<file path="src/rsrc_pkg.sv">
// Shared constants and types for the run/stop/reset control block.
// Assumes a single 250 MHz clock and a synchronous, active-high reset.
package rsrc_pkg;

   // ----------------------------------------------------------------
   // Sizes
   // ----------------------------------------------------------------
   localparam int unsigned NUM_TERMS = 16;
   localparam int unsigned SEL_W = 4;
   localparam int unsigned NUM_OUTS = 16;
   localparam int unsigned ADDR_W = 4;

   // ----------------------------------------------------------------
   // Register byte offsets
   // ----------------------------------------------------------------
   localparam logic [ADDR_W-1:0] OFS_CTRL = 4'h0;
   localparam logic [ADDR_W-1:0] OFS_CFG = 4'h4;
   localparam logic [ADDR_W-1:0] OFS_STATUS = 4'h8;

   // Control register fields.
   localparam int unsigned CTRL_START_BIT = 0;
   localparam int unsigned CTRL_DEFAULT_BIT = 1;

   // Configuration register fields.
   localparam int unsigned CFG_STOP_EN_BIT = 0;
   localparam int unsigned CFG_STOP_SEL_LSB = 4;
   localparam int unsigned CFG_RESET_EN_BIT = 8;
   localparam int unsigned CFG_RESET_SEL_LSB = 12;

   // Status register fields.
   localparam int unsigned STAT_MODE_LSB = 0;
   localparam int unsigned STAT_RUN_BIT = 4;
   localparam int unsigned STAT_STOP_IN_BIT = 5;
   localparam int unsigned STAT_RESET_IN_BIT = 6;
   localparam int unsigned STAT_POWER_BIT = 7;

   // Reset values.
   localparam logic RST_START = 1'b0;
   localparam logic RST_DEFAULT = 1'b0;
   localparam logic RST_EN = 1'b0;
   localparam logic [SEL_W-1:0] RST_SEL = 4'h0;
   localparam logic [31:0] RD_ZERO = 32'h0000_0000;

   // ----------------------------------------------------------------
   // Operating modes
   // ----------------------------------------------------------------
   typedef enum logic [1:0] {
      MODE_RESTORE,
      MODE_STOP,
      MODE_RESET,
      MODE_RUN
   } rsrc_mode_t;

endpackage

</file>
<file path="src/rsrc_storage_ctl.sv">
// Storage command generator: turns the operating mode into clear,
// freeze and timer commands for the data memories of the CPU.
// Assumes the memories act on these levels and pulses every cycle.
module rsrc_storage_ctl (
   input wire logic clock,
   input wire logic rst,
   input wire rsrc_pkg::rsrc_mode_t mode,
   input wire logic restart,
   output logic keep_clear,
   output logic clear_clear,
   output logic exp_clear,
   output logic timer_zero,
   output logic timer_preset,
   output logic storage_freeze
);

   // ----------------------------------------------------------------
   // State
   // ----------------------------------------------------------------
   typedef struct packed {
      logic keep_clear;
      logic clear_clear;
      logic exp_clear;
      logic timer_zero;
      logic timer_preset;
      logic freeze;
   } rsrc_stor_t;

   rsrc_stor_t s_reg;
   rsrc_stor_t s_next;

   // Reset mode wipes everything, stop mode freezes everything, and a
   // restart clears only clear-type data and reloads timer presets.
   always_comb begin
      s_next = '0;
      unique case (mode)
         rsrc_pkg::MODE_RESET: begin
            s_next.keep_clear = 1'b1;
            s_next.clear_clear = 1'b1;
            s_next.exp_clear = 1'b1;
            s_next.timer_zero = 1'b1;
         end
         rsrc_pkg::MODE_STOP, rsrc_pkg::MODE_RESTORE: begin
            s_next.freeze = 1'b1;
         end
         rsrc_pkg::MODE_RUN: begin
            // Keep-type and expansion data are left alone here.
            s_next.clear_clear = restart;
            s_next.timer_preset = restart;
         end
      endcase
   end

   // Registered so the memories see glitch-free commands.
   always_ff @(posedge clock) begin
      if (rst) begin
         s_reg <= '0;
      end else begin
         s_reg <= s_next;
      end
   end

   assign keep_clear = s_reg.keep_clear;
   assign clear_clear = s_reg.clear_clear;
   assign exp_clear = s_reg.exp_clear;
   assign timer_zero = s_reg.timer_zero;
   assign timer_preset = s_reg.timer_preset;
   assign storage_freeze = s_reg.freeze;

endmodule

</file>
<file path="src/rsrc_top.sv">
// Run/stop/reset control for a programmable controller CPU, with an
// Avalon-MM slave for configuration and status.
// Assumes the program engine pulses scan_done at the end of each scan
// and that a battery-backed cell keeps the start bit across power loss.
module rsrc_top (
   input wire logic clock,
   input wire logic rst,
   // Avalon-MM slave.
   input wire logic [rsrc_pkg::ADDR_W-1:0] address,
   input wire logic read,
   input wire logic write,
   input wire logic [3:0] byteenable,
   input wire logic [31:0] writedata,
   output logic [31:0] readdata,
   output logic waitrequest,
   // Field input terminals and supply status.
   input wire logic [rsrc_pkg::NUM_TERMS-1:0] in_terms,
   input wire logic power_good,
   // Battery-backed cell for the start bit.
   input wire logic backup_ok,
   input wire logic retained_start_in,
   output logic retained_start_out,
   // Program engine.
   input wire logic scan_done,
   input wire logic [rsrc_pkg::NUM_OUTS-1:0] out_image,
   output logic [rsrc_pkg::NUM_OUTS-1:0] out_pins,
   output logic exec_enable,
   output logic run_led,
   // Storage commands.
   output logic keep_clear,
   output logic clear_clear,
   output logic exp_clear,
   output logic timer_zero,
   output logic timer_preset,
   output logic storage_freeze
);

   // ----------------------------------------------------------------
   // Helper functions
   // ----------------------------------------------------------------

   // Picks the selected terminal when the function is enabled.
   function automatic logic term_active(
      input logic en,
      input logic [rsrc_pkg::SEL_W-1:0] sel,
      input logic [rsrc_pkg::NUM_TERMS-1:0] terms
   );
      term_active = en & terms[sel];
   endfunction

   // True in the one mode where the program engine may scan.
   function automatic logic is_running(
      input rsrc_pkg::rsrc_mode_t m
   );
      is_running = (m == rsrc_pkg::MODE_RUN);
   endfunction

   // Merges every enabled byte lane of the written word into an old word.
   function automatic logic [31:0] lane_merge(
      input logic [31:0] old,
      input logic [31:0] wdata,
      input logic [3:0] be
   );
      logic [31:0] res;
      res = old;
      for (int i = 0; i < 4; i++) begin
         if (be[i]) begin
            res[i*8 +: 8] = wdata[i*8 +: 8];
         end
      end
      lane_merge = res;
   endfunction

   // ----------------------------------------------------------------
   // State
   // ----------------------------------------------------------------
   typedef struct packed {
      rsrc_pkg::rsrc_mode_t mode;
      logic start_bit;
      logic default_bit;
      logic stop_en;
      logic [rsrc_pkg::SEL_W-1:0] stop_sel;
      logic reset_en;
      logic [rsrc_pkg::SEL_W-1:0] reset_sel;
      logic stop_smp;
      logic reset_smp;
      logic hold_prev;
      logic restart;
      logic [rsrc_pkg::NUM_OUTS-1:0] outs;
      logic ack;
      logic [31:0] rdata;
   } rsrc_state_t;

   rsrc_state_t s_reg;
   rsrc_state_t s_next;

   logic stop_now;
   logic reset_now;
   logic boundary;
   logic req;
   logic [31:0] ctrl_word;
   logic [31:0] cfg_word;
   logic [31:0] stat_word;
   logic [31:0] wr_word;

   // ----------------------------------------------------------------
   // Input selection and scan boundary
   // ----------------------------------------------------------------

   // Terminal lookups on the live inputs.
   assign stop_now = term_active(s_reg.stop_en, s_reg.stop_sel, in_terms);
   assign reset_now = term_active(s_reg.reset_en, s_reg.reset_sel, in_terms);

   // While the program runs, decisions wait for the end of a scan so
   // the output image never tears; when halted no scans happen, so
   // every clock is a boundary.
   assign boundary = ~is_running(s_reg.mode) | scan_done;

   // ----------------------------------------------------------------
   // Register images
   // ----------------------------------------------------------------

   // Words as seen by software; unused bits read as zero.
   always_comb begin
      ctrl_word = rsrc_pkg::RD_ZERO;
      ctrl_word[rsrc_pkg::CTRL_START_BIT] = s_reg.start_bit;
      ctrl_word[rsrc_pkg::CTRL_DEFAULT_BIT] = s_reg.default_bit;
      cfg_word = rsrc_pkg::RD_ZERO;
      cfg_word[rsrc_pkg::CFG_STOP_EN_BIT] = s_reg.stop_en;
      cfg_word[rsrc_pkg::CFG_STOP_SEL_LSB +: rsrc_pkg::SEL_W] = s_reg.stop_sel;
      cfg_word[rsrc_pkg::CFG_RESET_EN_BIT] = s_reg.reset_en;
      cfg_word[rsrc_pkg::CFG_RESET_SEL_LSB +: rsrc_pkg::SEL_W] = s_reg.reset_sel;
      stat_word = rsrc_pkg::RD_ZERO;
      stat_word[rsrc_pkg::STAT_MODE_LSB +: 2] = s_reg.mode;
      stat_word[rsrc_pkg::STAT_RUN_BIT] = is_running(s_reg.mode);
      stat_word[rsrc_pkg::STAT_STOP_IN_BIT] = s_reg.stop_smp;
      stat_word[rsrc_pkg::STAT_RESET_IN_BIT] = s_reg.reset_smp;
      stat_word[rsrc_pkg::STAT_POWER_BIT] = power_good;
   end

   // Waitrequest drops for one cycle after each request is seen, which
   // gives the read data a full cycle to settle in a flop.
   assign req = read | write;
   assign waitrequest = req & ~s_reg.ack;

   // ----------------------------------------------------------------
   // Next-state logic
   // ----------------------------------------------------------------
   always_comb begin
      s_next = s_reg;
      s_next.restart = 1'b0;
      wr_word = RD_ZERO_W();

      // Bus slave: writes take effect on the edge where waitrequest is low; read data is latched one edge earlier.
      s_next.ack = req & ~s_reg.ack;
      if (req & ~s_reg.ack & read) begin
         unique case (address)
            rsrc_pkg::OFS_CTRL: s_next.rdata = ctrl_word;
            rsrc_pkg::OFS_CFG: s_next.rdata = cfg_word;
            rsrc_pkg::OFS_STATUS: s_next.rdata = stat_word;
            default: s_next.rdata = rsrc_pkg::RD_ZERO;
         endcase
      end
      if (write & s_reg.ack) begin
         if (address == rsrc_pkg::OFS_CTRL) begin
            wr_word = lane_merge(ctrl_word, writedata, byteenable);
            // Only software and the restore step touch the start bit.
            s_next.start_bit = wr_word[rsrc_pkg::CTRL_START_BIT];
            s_next.default_bit = wr_word[rsrc_pkg::CTRL_DEFAULT_BIT];
         end else if (address == rsrc_pkg::OFS_CFG) begin
            wr_word = lane_merge(cfg_word, writedata, byteenable);
            s_next.stop_en = wr_word[rsrc_pkg::CFG_STOP_EN_BIT];
            s_next.stop_sel = wr_word[rsrc_pkg::CFG_STOP_SEL_LSB +: rsrc_pkg::SEL_W];
            s_next.reset_en = wr_word[rsrc_pkg::CFG_RESET_EN_BIT];
            s_next.reset_sel = wr_word[rsrc_pkg::CFG_RESET_SEL_LSB +: rsrc_pkg::SEL_W];
         end
      end

      // Mode sequencing, evaluated only at scan boundaries.
      if (boundary) begin
         s_next.stop_smp = stop_now;
         s_next.reset_smp = reset_now;
         s_next.hold_prev = stop_now | reset_now;
         unique case (s_reg.mode)
            rsrc_pkg::MODE_RESTORE: begin
               // Bring back the retained start bit; with a dead battery fall back
               // to the default bit, which reset has just set to RST_DEFAULT (0).
               s_next.start_bit = backup_ok ? retained_start_in : s_reg.default_bit;
               s_next.mode = rsrc_pkg::MODE_STOP;
            end
            rsrc_pkg::MODE_RUN: begin
               if (reset_now) begin
                  s_next.mode = rsrc_pkg::MODE_RESET;
               end else if (stop_now) begin
                  s_next.mode = rsrc_pkg::MODE_STOP;
               end else if (~power_good) begin
                  s_next.mode = rsrc_pkg::MODE_STOP;
               end else if (~s_reg.start_bit & ~s_reg.stop_en) begin
                  // With a stop input designated, clearing the bit is inert.
                  s_next.mode = rsrc_pkg::MODE_STOP;
               end
            end
            rsrc_pkg::MODE_STOP, rsrc_pkg::MODE_RESET: begin
               if (reset_now) begin
                  s_next.mode = rsrc_pkg::MODE_RESET;
               end else if (stop_now) begin
                  s_next.mode = rsrc_pkg::MODE_STOP;
               end else if (power_good & s_reg.start_bit &
                            (~s_reg.stop_en | s_reg.hold_prev | (s_reg.mode == rsrc_pkg::MODE_RESET))) begin
                  // Resume needs the bit set; with a stop input designated
                  // only a release of the inputs restarts the program.
                  s_next.mode = rsrc_pkg::MODE_RUN;
                  s_next.restart = 1'b1;
               end else if (~reset_now) begin
                  s_next.mode = rsrc_pkg::MODE_STOP;
               end
            end
         endcase
      end

      // Outputs follow the image only while running. A scan that ends in
      // the cycle of a restart carries a stale image, so the zero image is
      // kept until the first scan of the resumed program completes.
      if (~is_running(s_next.mode)) begin
         s_next.outs = '0;
      end else if (scan_done & is_running(s_reg.mode)) begin
         s_next.outs = out_image;
      end
   end

   // Zero word sized for the write merge scratch value.
   function automatic logic [31:0] RD_ZERO_W();
      RD_ZERO_W = rsrc_pkg::RD_ZERO;
   endfunction

   // ----------------------------------------------------------------
   // State register
   // ----------------------------------------------------------------

   // The restore step runs first after reset, so the retained value is
   // caught by a clocked load rather than by the reset itself.
   always_ff @(posedge clock) begin
      if (rst) begin
         s_reg.mode <= rsrc_pkg::MODE_RESTORE;
         s_reg.start_bit <= rsrc_pkg::RST_START;
         s_reg.default_bit <= rsrc_pkg::RST_DEFAULT;
         s_reg.stop_en <= rsrc_pkg::RST_EN;
         s_reg.stop_sel <= rsrc_pkg::RST_SEL;
         s_reg.reset_en <= rsrc_pkg::RST_EN;
         s_reg.reset_sel <= rsrc_pkg::RST_SEL;
         s_reg.stop_smp <= 1'b0;
         s_reg.reset_smp <= 1'b0;
         s_reg.hold_prev <= 1'b0;
         s_reg.restart <= 1'b0;
         s_reg.outs <= '0;
         s_reg.ack <= 1'b0;
         s_reg.rdata <= rsrc_pkg::RD_ZERO;
      end else begin
         s_reg <= s_next;
      end
   end

   // ----------------------------------------------------------------
   // Storage commands
   // ----------------------------------------------------------------
   rsrc_storage_ctl u_storage (
      .clock(clock),
      .rst(rst),
      .mode(s_reg.mode),
      .restart(s_reg.restart),
      .keep_clear(keep_clear),
      .clear_clear(clear_clear),
      .exp_clear(exp_clear),
      .timer_zero(timer_zero),
      .timer_preset(timer_preset),
      .storage_freeze(storage_freeze)
   );

   // ----------------------------------------------------------------
   // Outputs
   // ----------------------------------------------------------------
   assign readdata = s_reg.rdata;
   assign out_pins = s_reg.outs;
   assign exec_enable = is_running(s_reg.mode);
   assign run_led = is_running(s_reg.mode);
   assign retained_start_out = s_reg.start_bit;

endmodule

</file>
<file path="config.mk">
export PLATFORM = sky130hd
export DESIGN_NAME = rsrc_top
export DESIGN_NICKNAME = d
export VERILOG_FILES = /design/src/rsrc_pkg.sv /design/src/rsrc_storage_ctl.sv /design/src/rsrc_top.sv
export SDC_FILE = /design/constraint.sdc
export NUM_CORES = 1
export LEC_CHECK = 0
export BUFFER_PORTS_ARGS = -buffer_cell sky130_fd_sc_hd__buf_2
export CAP_MARGIN = 20
export CORE_MARGIN = 2
export CORE_UTILIZATION = 42
export DETAILED_ROUTE_END_ITERATION = 16
export MAX_ROUTING_LAYER = met4
export PLACE_DENSITY = 0.76
export SYNTH_ARGS = -nofsm -noshare
export SYNTH_HDL_FRONTEND = slang
export SYNTH_SLANG_ARGS = --single-unit
</file>
<file path="constraint.sdc">
create_clock -name clock -period 1.9 [get_ports clock]
set_input_delay 0.285 -clock clock [delete_from_list [all_inputs] [get_ports clock]]
set_output_delay 0.285 -clock clock [all_outputs]
set_load 0.02 [all_outputs]
</file>
==> impl_metrics.json, run 1 <==
{
  "outcome": "finished, final reports clean",
  "switchingPower_w": 0.000543,
  "num_io_pins": 138,
  "max_cap_violations": 0,
  "clock-skew-final_ps": 7.63,
  "port_buffers": 93,
  "time_the_worst_path_needs_with_i_o_delays_and_setup_ps": 1890,
  "routed_wirelength_mm": 6.62,
  "critical_path_required_ps": 2120,
  "internal-power_w": 0.00156,
  "cts.path.max_buffers": 2,
  "vias": 2383,
  "final.fill_count": 663,
  "layout_cell_share_with_drive_strength_beyond_1_pct": 39.8,
  "design.core.area_sq_um": 6760,
  "globalRoute.totalOverflow": 0,
  "placed_cells": 455,
  "timing.final.crit_share_pct": 99.5,
  "clock_tree.htree_level_count": 2,
  "detailed_place_hpwl_mm": 4.90,
  "antenna_cells": 0,
  "maxClockFrequency_mhz": 529,
  "layout.nets": 470,
  "routed_len_inst_um": 14.2,
  "fin_cells": 467,
  "minimum_hold_slack_ps": 205,
  "cellLeakagePower_nw": 1.55,
  "grt_first_pass_wirelength_mm": 10.3,
  "cts.root.buffer_cell": "clkbuf_8",
  "grt_antenna_before_repair": 0,
  "vias_per_cell": 5.10,
  "drt_iter0_drc": 91,
  "reg2reg_to": "out_pins[12]",
  "crit_fanout": 8,
  "max_slew.worst_pin.slew_ps": 514,
  "fp.dieArea_sq_um": 7650,
  "reg2reg_setup_slack_ps": 10,
  "final_max_slew_viol_count": 0,
  "worst_r2r_startpoint": "cfg_word[4]",
  "startpoint_class_of_the_critical_path": "register",
  "clock-sinks": 50,
  "synthCells": 314,
  "gp_congestion": 0.869,
  "setup.worst_path.class": "reg2reg",
  "die_w_um": 87.4,
  "reg2regPathDepth": 6,
  "power.sequential.fraction_pct": 50.6,
  "ir_drop_v": 0.000371,
  "synth.yosys.warnings": 0,
  "cts_tree": "done",
  "synth.yosys.seq_area_share_pct": 34.2,
  "area_growth_syn_to_layout_pct": 20.3,
  "fin_hold_viols": 0,
  "dr.pass1.iters": 4,
  "cp.arrival_ps": 2110,
  "largest_register_ffs": 16,
  "commonest_cells_after_routing_fill_and_taps_aside": "93 x buf_2, 46 x dfxtp_1, 41 x mux2i_1, 37 x nor2_1, 21 x conb_1",
  "maxSlewHeadroom_pct": 65.6,
  "final_common_cell": "buf_2",
  "holdCritStartpoint": "writedata[13]",
  "min_path_type": "in2reg",
  "power_density_nw_per_um2": 598,
  "grt_max_degree": 33,
  "placement_rows": 30,
  "synth-seq-cells": 50,
  "cts_hold_repair.buffers": 0,
  "clkLatencyLatePin_ps": 310,
  "first_global_vias": 2308,
  "postRouteAntennaNets": 0,
  "p_comb_share_pct": 13.2,
  "synth.avg_cell_area_sq_um": 9.31,
  "netSwitchingFraction_pct": 25.8,
  "worst_setup_path_end_kind": "register",
  "rsz_0062_raised_after_global_routing": "yes",
  "overall_track_demand_over_capacity_in_global_routing_pct": 17.5,
  "clock_pin_slew_reported_for_the_worst_setup_and_hold_paths_after_clock_tree_synthesis_ps": 100,
  "total_power_w": 0.00210,
  "setup_viol": 0,
  "share_clk_of_total_power_pct": 36.2,
  "min_delay_path_depth": 3,
  "synth.cell_area_sq_um": 2920,
  "netlist-cell-type-count": 43,
  "drc": 0,
  "hold-path-endpoint": "cfg_word[13]",
  "fp.dieH_um": 87.4,
  "numCtsBuffers": 5,
  "initial_utilization_pct": 43.3
}
## stage by stage
stage / utilization [%] / setup TNS, ps / setup slack (ps) / instance area [sq um]
after detailed placement: 48.6 / -33.2 / -23.3 / 3280
final: 52.1 / 0 / 9.91 / 3520
after global routing: 52.1 / -378 / -39.2 / 3520
after floorplan: - / 0 / 5.91 / 3060
after global placement: 48.6 / 0 / 55.9 / 3280
after CTS: 50.6 / 0 / 21.4 / 3420
## critical path, stage by stage, from the launching register on
cell       delay (ps)
dfxtp_4           390
mux4_2            510
nand2b_4          170
o311ai_4           80
a32oi_4           220
clkbuf_16         210
nor4_1            230
## cell type report
cell class	count	area (sq um)	share of cell area, %
Multi-Input combinational cell	214	1580	45.0
Sequential cell	50	1010	28.8
Clock inverter	3	43.8	1.25
Tap cell	80	100	2.85
Clock buffer	5	68.8	1.96
Inverter	3	16.3	0.462
Timing Repair Buffer	112	693	19.7
## per-layer routing
layer / vias to the layer above / share of wire (%) / GRT usage, %
met3: 3 / 6.3 / 4.45
met2: 80 / 50 / 29.7
li1: 1176 / - / -
met4: 0 / 0.47 / 4.48
met5: - / 0 / -
met1: 1124 / 43 / 20.5
## synth_stat cells (all sizes together)
master / n / share of area (%)
buf: 60 / 16
dfxtp: 50 / 34
mux2i: 41 / 14
nor2: 37 / 4.7
nor4: 17 / 5.6
a21oi: 16 / 2.7
nand3: 14 / 2.6
nand2: 12 / 1.5
clkbuf: 7 / 0.90
nor2b: 7 / 1.5
a22oi: 6 / 1.5
nand2b: 6 / 1.5
a211oi: 4 / 1.0
ha: 4 / 1.7
and2: 3 / 0.64
inv: 3 / 0.39
nor3: 3 / 0.51
a2111oi: 2 / 0.60
a311oi: 2 / 0.60
and3: 2 / 0.43
mux2: 2 / 0.77
mux4: 2 / 1.5
o311ai: 2 / 1.5
or2: 2 / 0.43
a2111o: 1 / 0.39
a2bb2oi: 1 / 0.30
a31oi: 1 / 0.21
a32oi: 1 / 0.94
conb: 1 / 0.13
nand4: 1 / 0.21
o2111ai: 1 / 0.30
o21ai: 1 / 0.17
or3b: 1 / 0.30
or4: 1 / 0.26
## cells by family (layout without fill, tap and decap cells)
group	count (synthesis)	count (layout)	synth area share, %
simple gates	106	106	20.2
buf+inv	70	123	17.1
flops	50	50	34.2
mux	45	45	16.3
compound gates	38	38	10.3
fa+ha+maj	4	4	1.71
other cells	1	21	0.128
## power groups by stage
stage	combinational, W	clock, W	sequential, W
6_report	0.000277	0.000762	0.00107
5_1_grt	0.000300	0.000818	0.00107
4_1_cts	0.000268	0.000778	0.00107
3_5_place_dp	0.000261	0	0.00109
3_3_place_gp	0.000259	0	0.00109
2_1_floorplan	0.000179	0	0.00109
## worst max-delay path by stage
stage,startpoint,to,slack (ps)
2_1_floorplan,s_reg[66],out_pins[8],6
3_3_place_gp,cfg_word[4],out_pins[15],60
3_5_place_dp,s_reg[66],out_pins[7],-20
4_1_cts,cfg_word[13],out_pins[7],20
5_1_grt,s_reg[65],out_pins[8],-40
6_report,cfg_word[4],out_pins[12],10
## repair_timing
action,CTS,global route
cloned,0,2
endpoints found under the setup margin,2,18
setup buffers,1,1
gates resized for setup,3,12
pin swaps,2,2
No activity file was read; power rests on OpenSTA's default activity.
==> run 2, diff against run 1 <==
--- a/config.mk
+++ b/config.mk
@@ -11,7 +11,8 @@
 export CORE_UTILIZATION = 42
 export DETAILED_ROUTE_END_ITERATION = 16
 export MAX_ROUTING_LAYER = met4
-export PLACE_DENSITY = 0.76
+export PLACE_DENSITY = 0.77
 export SYNTH_ARGS = -nofsm -noshare
 export SYNTH_HDL_FRONTEND = slang
+export SYNTH_HIERARCHICAL = 1
 export SYNTH_SLANG_ARGS = --single-unit
==> run 2 against run 1 <==
Against the previous run:
- the flow now finishes with violations (setup timing)
- final cell count is 3.2% higher
- first-iteration DRC count is 23% higher
- global-route usage grew 1.0 points
- via count increased by 1.8%
- routed wire length increased by 1.8%
- core utilization is 2.4 points higher
- clock power decreased by 1%
- clock skew decreased by 1.0 ps
- register-to-register slack got worse by 50 ps
- critical path depth unchanged
- critical path type unchanged
==> impl_metrics.json, run 2 <==
{
  "outcome": "finished, violations left",
  "failed_checks": "setup timing",
  "layout_cell_share_with_drive_strength_beyond_1_pct": 44.2,
  "antenna_cells": 0,
  "synthCells": 321,
  "final_common_cell": "buf_2",
  "vias_per_cell": 5.04,
  "setup_viol": 12,
  "fp.dieArea_sq_um": 7420,
  "overall_track_demand_over_capacity_in_global_routing_pct": 18.5,
  "globalRoute.totalOverflow": 0,
  "post-synth-top-area-cell": "dfxtp_1",
  "postRouteAntennaNets": 0,
  "worst_slack_ps": -40.1,
  "placement_rows": 29,
  "synth_most_common_cell": "buf_4",
  "clkLatencyLatePin_ps": 300,
  "layout.nets": 488,
  "numCtsBuffers": 5,
  "port_buffers": 93,
  "grt_max_degree": 34,
  "commonest_cells_after_routing_fill_and_taps_aside": "93 x buf_2, 48 x dfxtp_1, 31 x nor2_1, 28 x nand2_1, 28 x buf_4",
  "synth.area.top_cells": "dfxtp_1 35%, buf_4 14%, mux2i_1 7.1%",
  "placed_cells": 469,
  "power_density_nw_per_um2": 590,
  "design.core.area_sq_um": 6420,
  "final_instance_area_sq_um": 3500,
  "place_ws_ps": -262,
  "clock_tree.htree_level_count": 2,
  "synth.cell_area_sq_um": 2830,
  "gp_congestion": 0.837,
  "fin_hold_viols": 0,
  "netlist.area_leader.share_pct": 35.3,
  "area_growth_syn_to_layout_pct": 23.4,
  "die_w_um": 86.1,
  "max_cap_violations": 0,
  "initial_utilization_pct": 44.1,
  "postLayoutCoreUtil_pct": 54.5,
  "postSynth.topFlopCell": "dfxtp_1",
  "vias": 2427,
  "critical_path_required_ps": 2150,
  "grt_antenna_before_repair": 0,
  "largest_register_ffs": 16,
  "num_io_pins": 138,
  "drt_iter0_drc": 112,
  "synth.avg_cell_area_sq_um": 8.83,
  "maxSlewHeadroom_pct": 64.3,
  "ir_drop_v": 0.000264,
  "time_the_worst_path_needs_with_i_o_delays_and_setup_ps": 1940,
  "final_max_slew_viol_count": 0,
  "maxClockFrequency_mhz": 515,
  "synth-seq-cells": 50,
  "synth.yosys.seq_area_share_pct": 35.3,
  "grt_first_pass_wirelength_mm": 10.7,
  "clock-sinks": 50,
  "asyncSetResetFlopFracSynth_pct": 0,
  "max_slew.worst_pin.slew_ps": 534,
  "routed_wirelength_mm": 6.74,
  "drc": 0,
  "min_path_type": "in2reg",
  "cellLeakagePower_nw": 1.47,
  "netlist-cell-type-count": 47,
  "synth.yosys.warnings": 6,
  "routed_len_inst_um": 14.0,
  "crit_fanout": 4,
  "cts_tree": "done",
  "timing.final.crit_share_pct": 102,
  "synth_edf_count": 0,
  "detailed_place_hpwl_mm": 4.92,
  "dr.pass1.iters": 4,
  "setup.worst_path.class": "reg2reg",
  "clock-skew-final_ps": 6.63,
  "first_global_vias": 2358,
  "cp.arrival_ps": 2190,
  "reg2reg_setup_slack_ps": -40,
  "cts.path.max_buffers": 2,
  "final.fill_count": 563,
  "clock_pin_slew_reported_for_the_worst_setup_and_hold_paths_after_clock_tree_synthesis_ps": 90,
  "placement.cell_area_sq_um": 3210,
  "cts.root.buffer_cell": "clkbuf_8",
  "startpoint_class_of_the_critical_path": "register",
  "fp.dieH_um": 86.1,
  "rsz_0062_raised_after_global_routing": "yes",
  "most_numerous_cell_types_in_the_synthesized_netlist": "52 x buf_4, 50 x dfxtp_1, 34 x nor2_1",
  "worst_setup_path_end_kind": "register",
  "fin_cells": 482
}
run 2: changes by cell type after synthesis, moves of 5 or more:
cell      previous run  this run
mux2i_1             41        20
nand2_1             12        28
a21oi_2              0        11
nand3_1             13        23
nor4_2               9         0
clkbuf_1             7        13
nor4_1               8         3
run 2: routing by layer:
metal | track usage [%] | vias to the layer above | share of wire, %
met2 | 28.8 | 101 | 48
li1 | - | 1207 | -
met1 | 23.5 | 1106 | 43
met3 | 3.95 | 13 | 7.0
met5 | - | - | 0
met4 | 6.93 | 0 | 2.4
run 2: cell families (layout without fill, tap and decap cells):
group           Yosys count  after routing  synth area share, %
simple gates            117            117                 20.8
flops                    50             50                 35.3
mux                      27             27                 11.6
buf+inv                  72            136                 17.0
fa+ha+maj                 4              4                 1.77
other cells               1             21                0.132
compound gates           50             50                 13.4
run 2: area by class of cell:
cell class | count | area (sq um) | share of cell area [%]
Clock inverter | 2 | 37.5 | 1.07
Tap cell | 77 | 96.3 | 2.75
Sequential cell | 50 | 1010 | 28.8
Inverter | 4 | 15.0 | 0.429
Clock buffer | 6 | 72.6 | 2.07
Multi-Input combinational cell | 219 | 1540 | 44.1
Timing Repair Buffer | 124 | 727 | 20.8
run 2: worst max-delay path, cell delays in order, from the launching register on:
cell,delay (ps)
dfxtp_4,380
mux4_2,520
nand2b_4,160
and4b_4,200
or2_1,280
nor2_2,140
and4_1,190
run 2: repair_timing:
item | in CTS | in global routing
pin swaps | 5 | 7
setup buffers | 4 | 1
gates resized for setup | 19 | 11
setup endpoints to repair | 20 | 20
hold buffers | 0 | 0
run 2: worst paths after layout:
check	start	endpoint	cells past startpoint
max	cfg_word[4]	s_reg[49]	6
min	writedata[4]	cfg_word[4]	3
max reg2reg	cfg_word[4]	s_reg[49]	6
min reg2reg	s_reg[49]	u_storage/timer_preset	2
run 2: where the power goes:
part / leakage, nW / switching [W] / internal (W)
logic: 1.01 / 0.000146 / 0.000103
registers: 0.405 / 0.00000757 / 0.00105
clock network: 0.0514 / 0.000361 / 0.000393
total: 1.47 / 0.000514 / 0.00155
run 2: through the flow:
| stage | hold WS (ps) | power, W | setup TNS [ps] |
|---|---|---|---|
| 2_1_floorplan | 352 | 0.00125 | 0 |
| 3_3_place_gp | 438 | 0.00132 | -3190 |
| 3_5_place_dp | 443 | 0.00132 | -4300 |
| 4_1_cts | 209 | 0.00207 | -36.4 |
| 5_1_grt | 218 | 0.00215 | -785 |
| 6_report | 214 | 0.00206 | -99.2 |
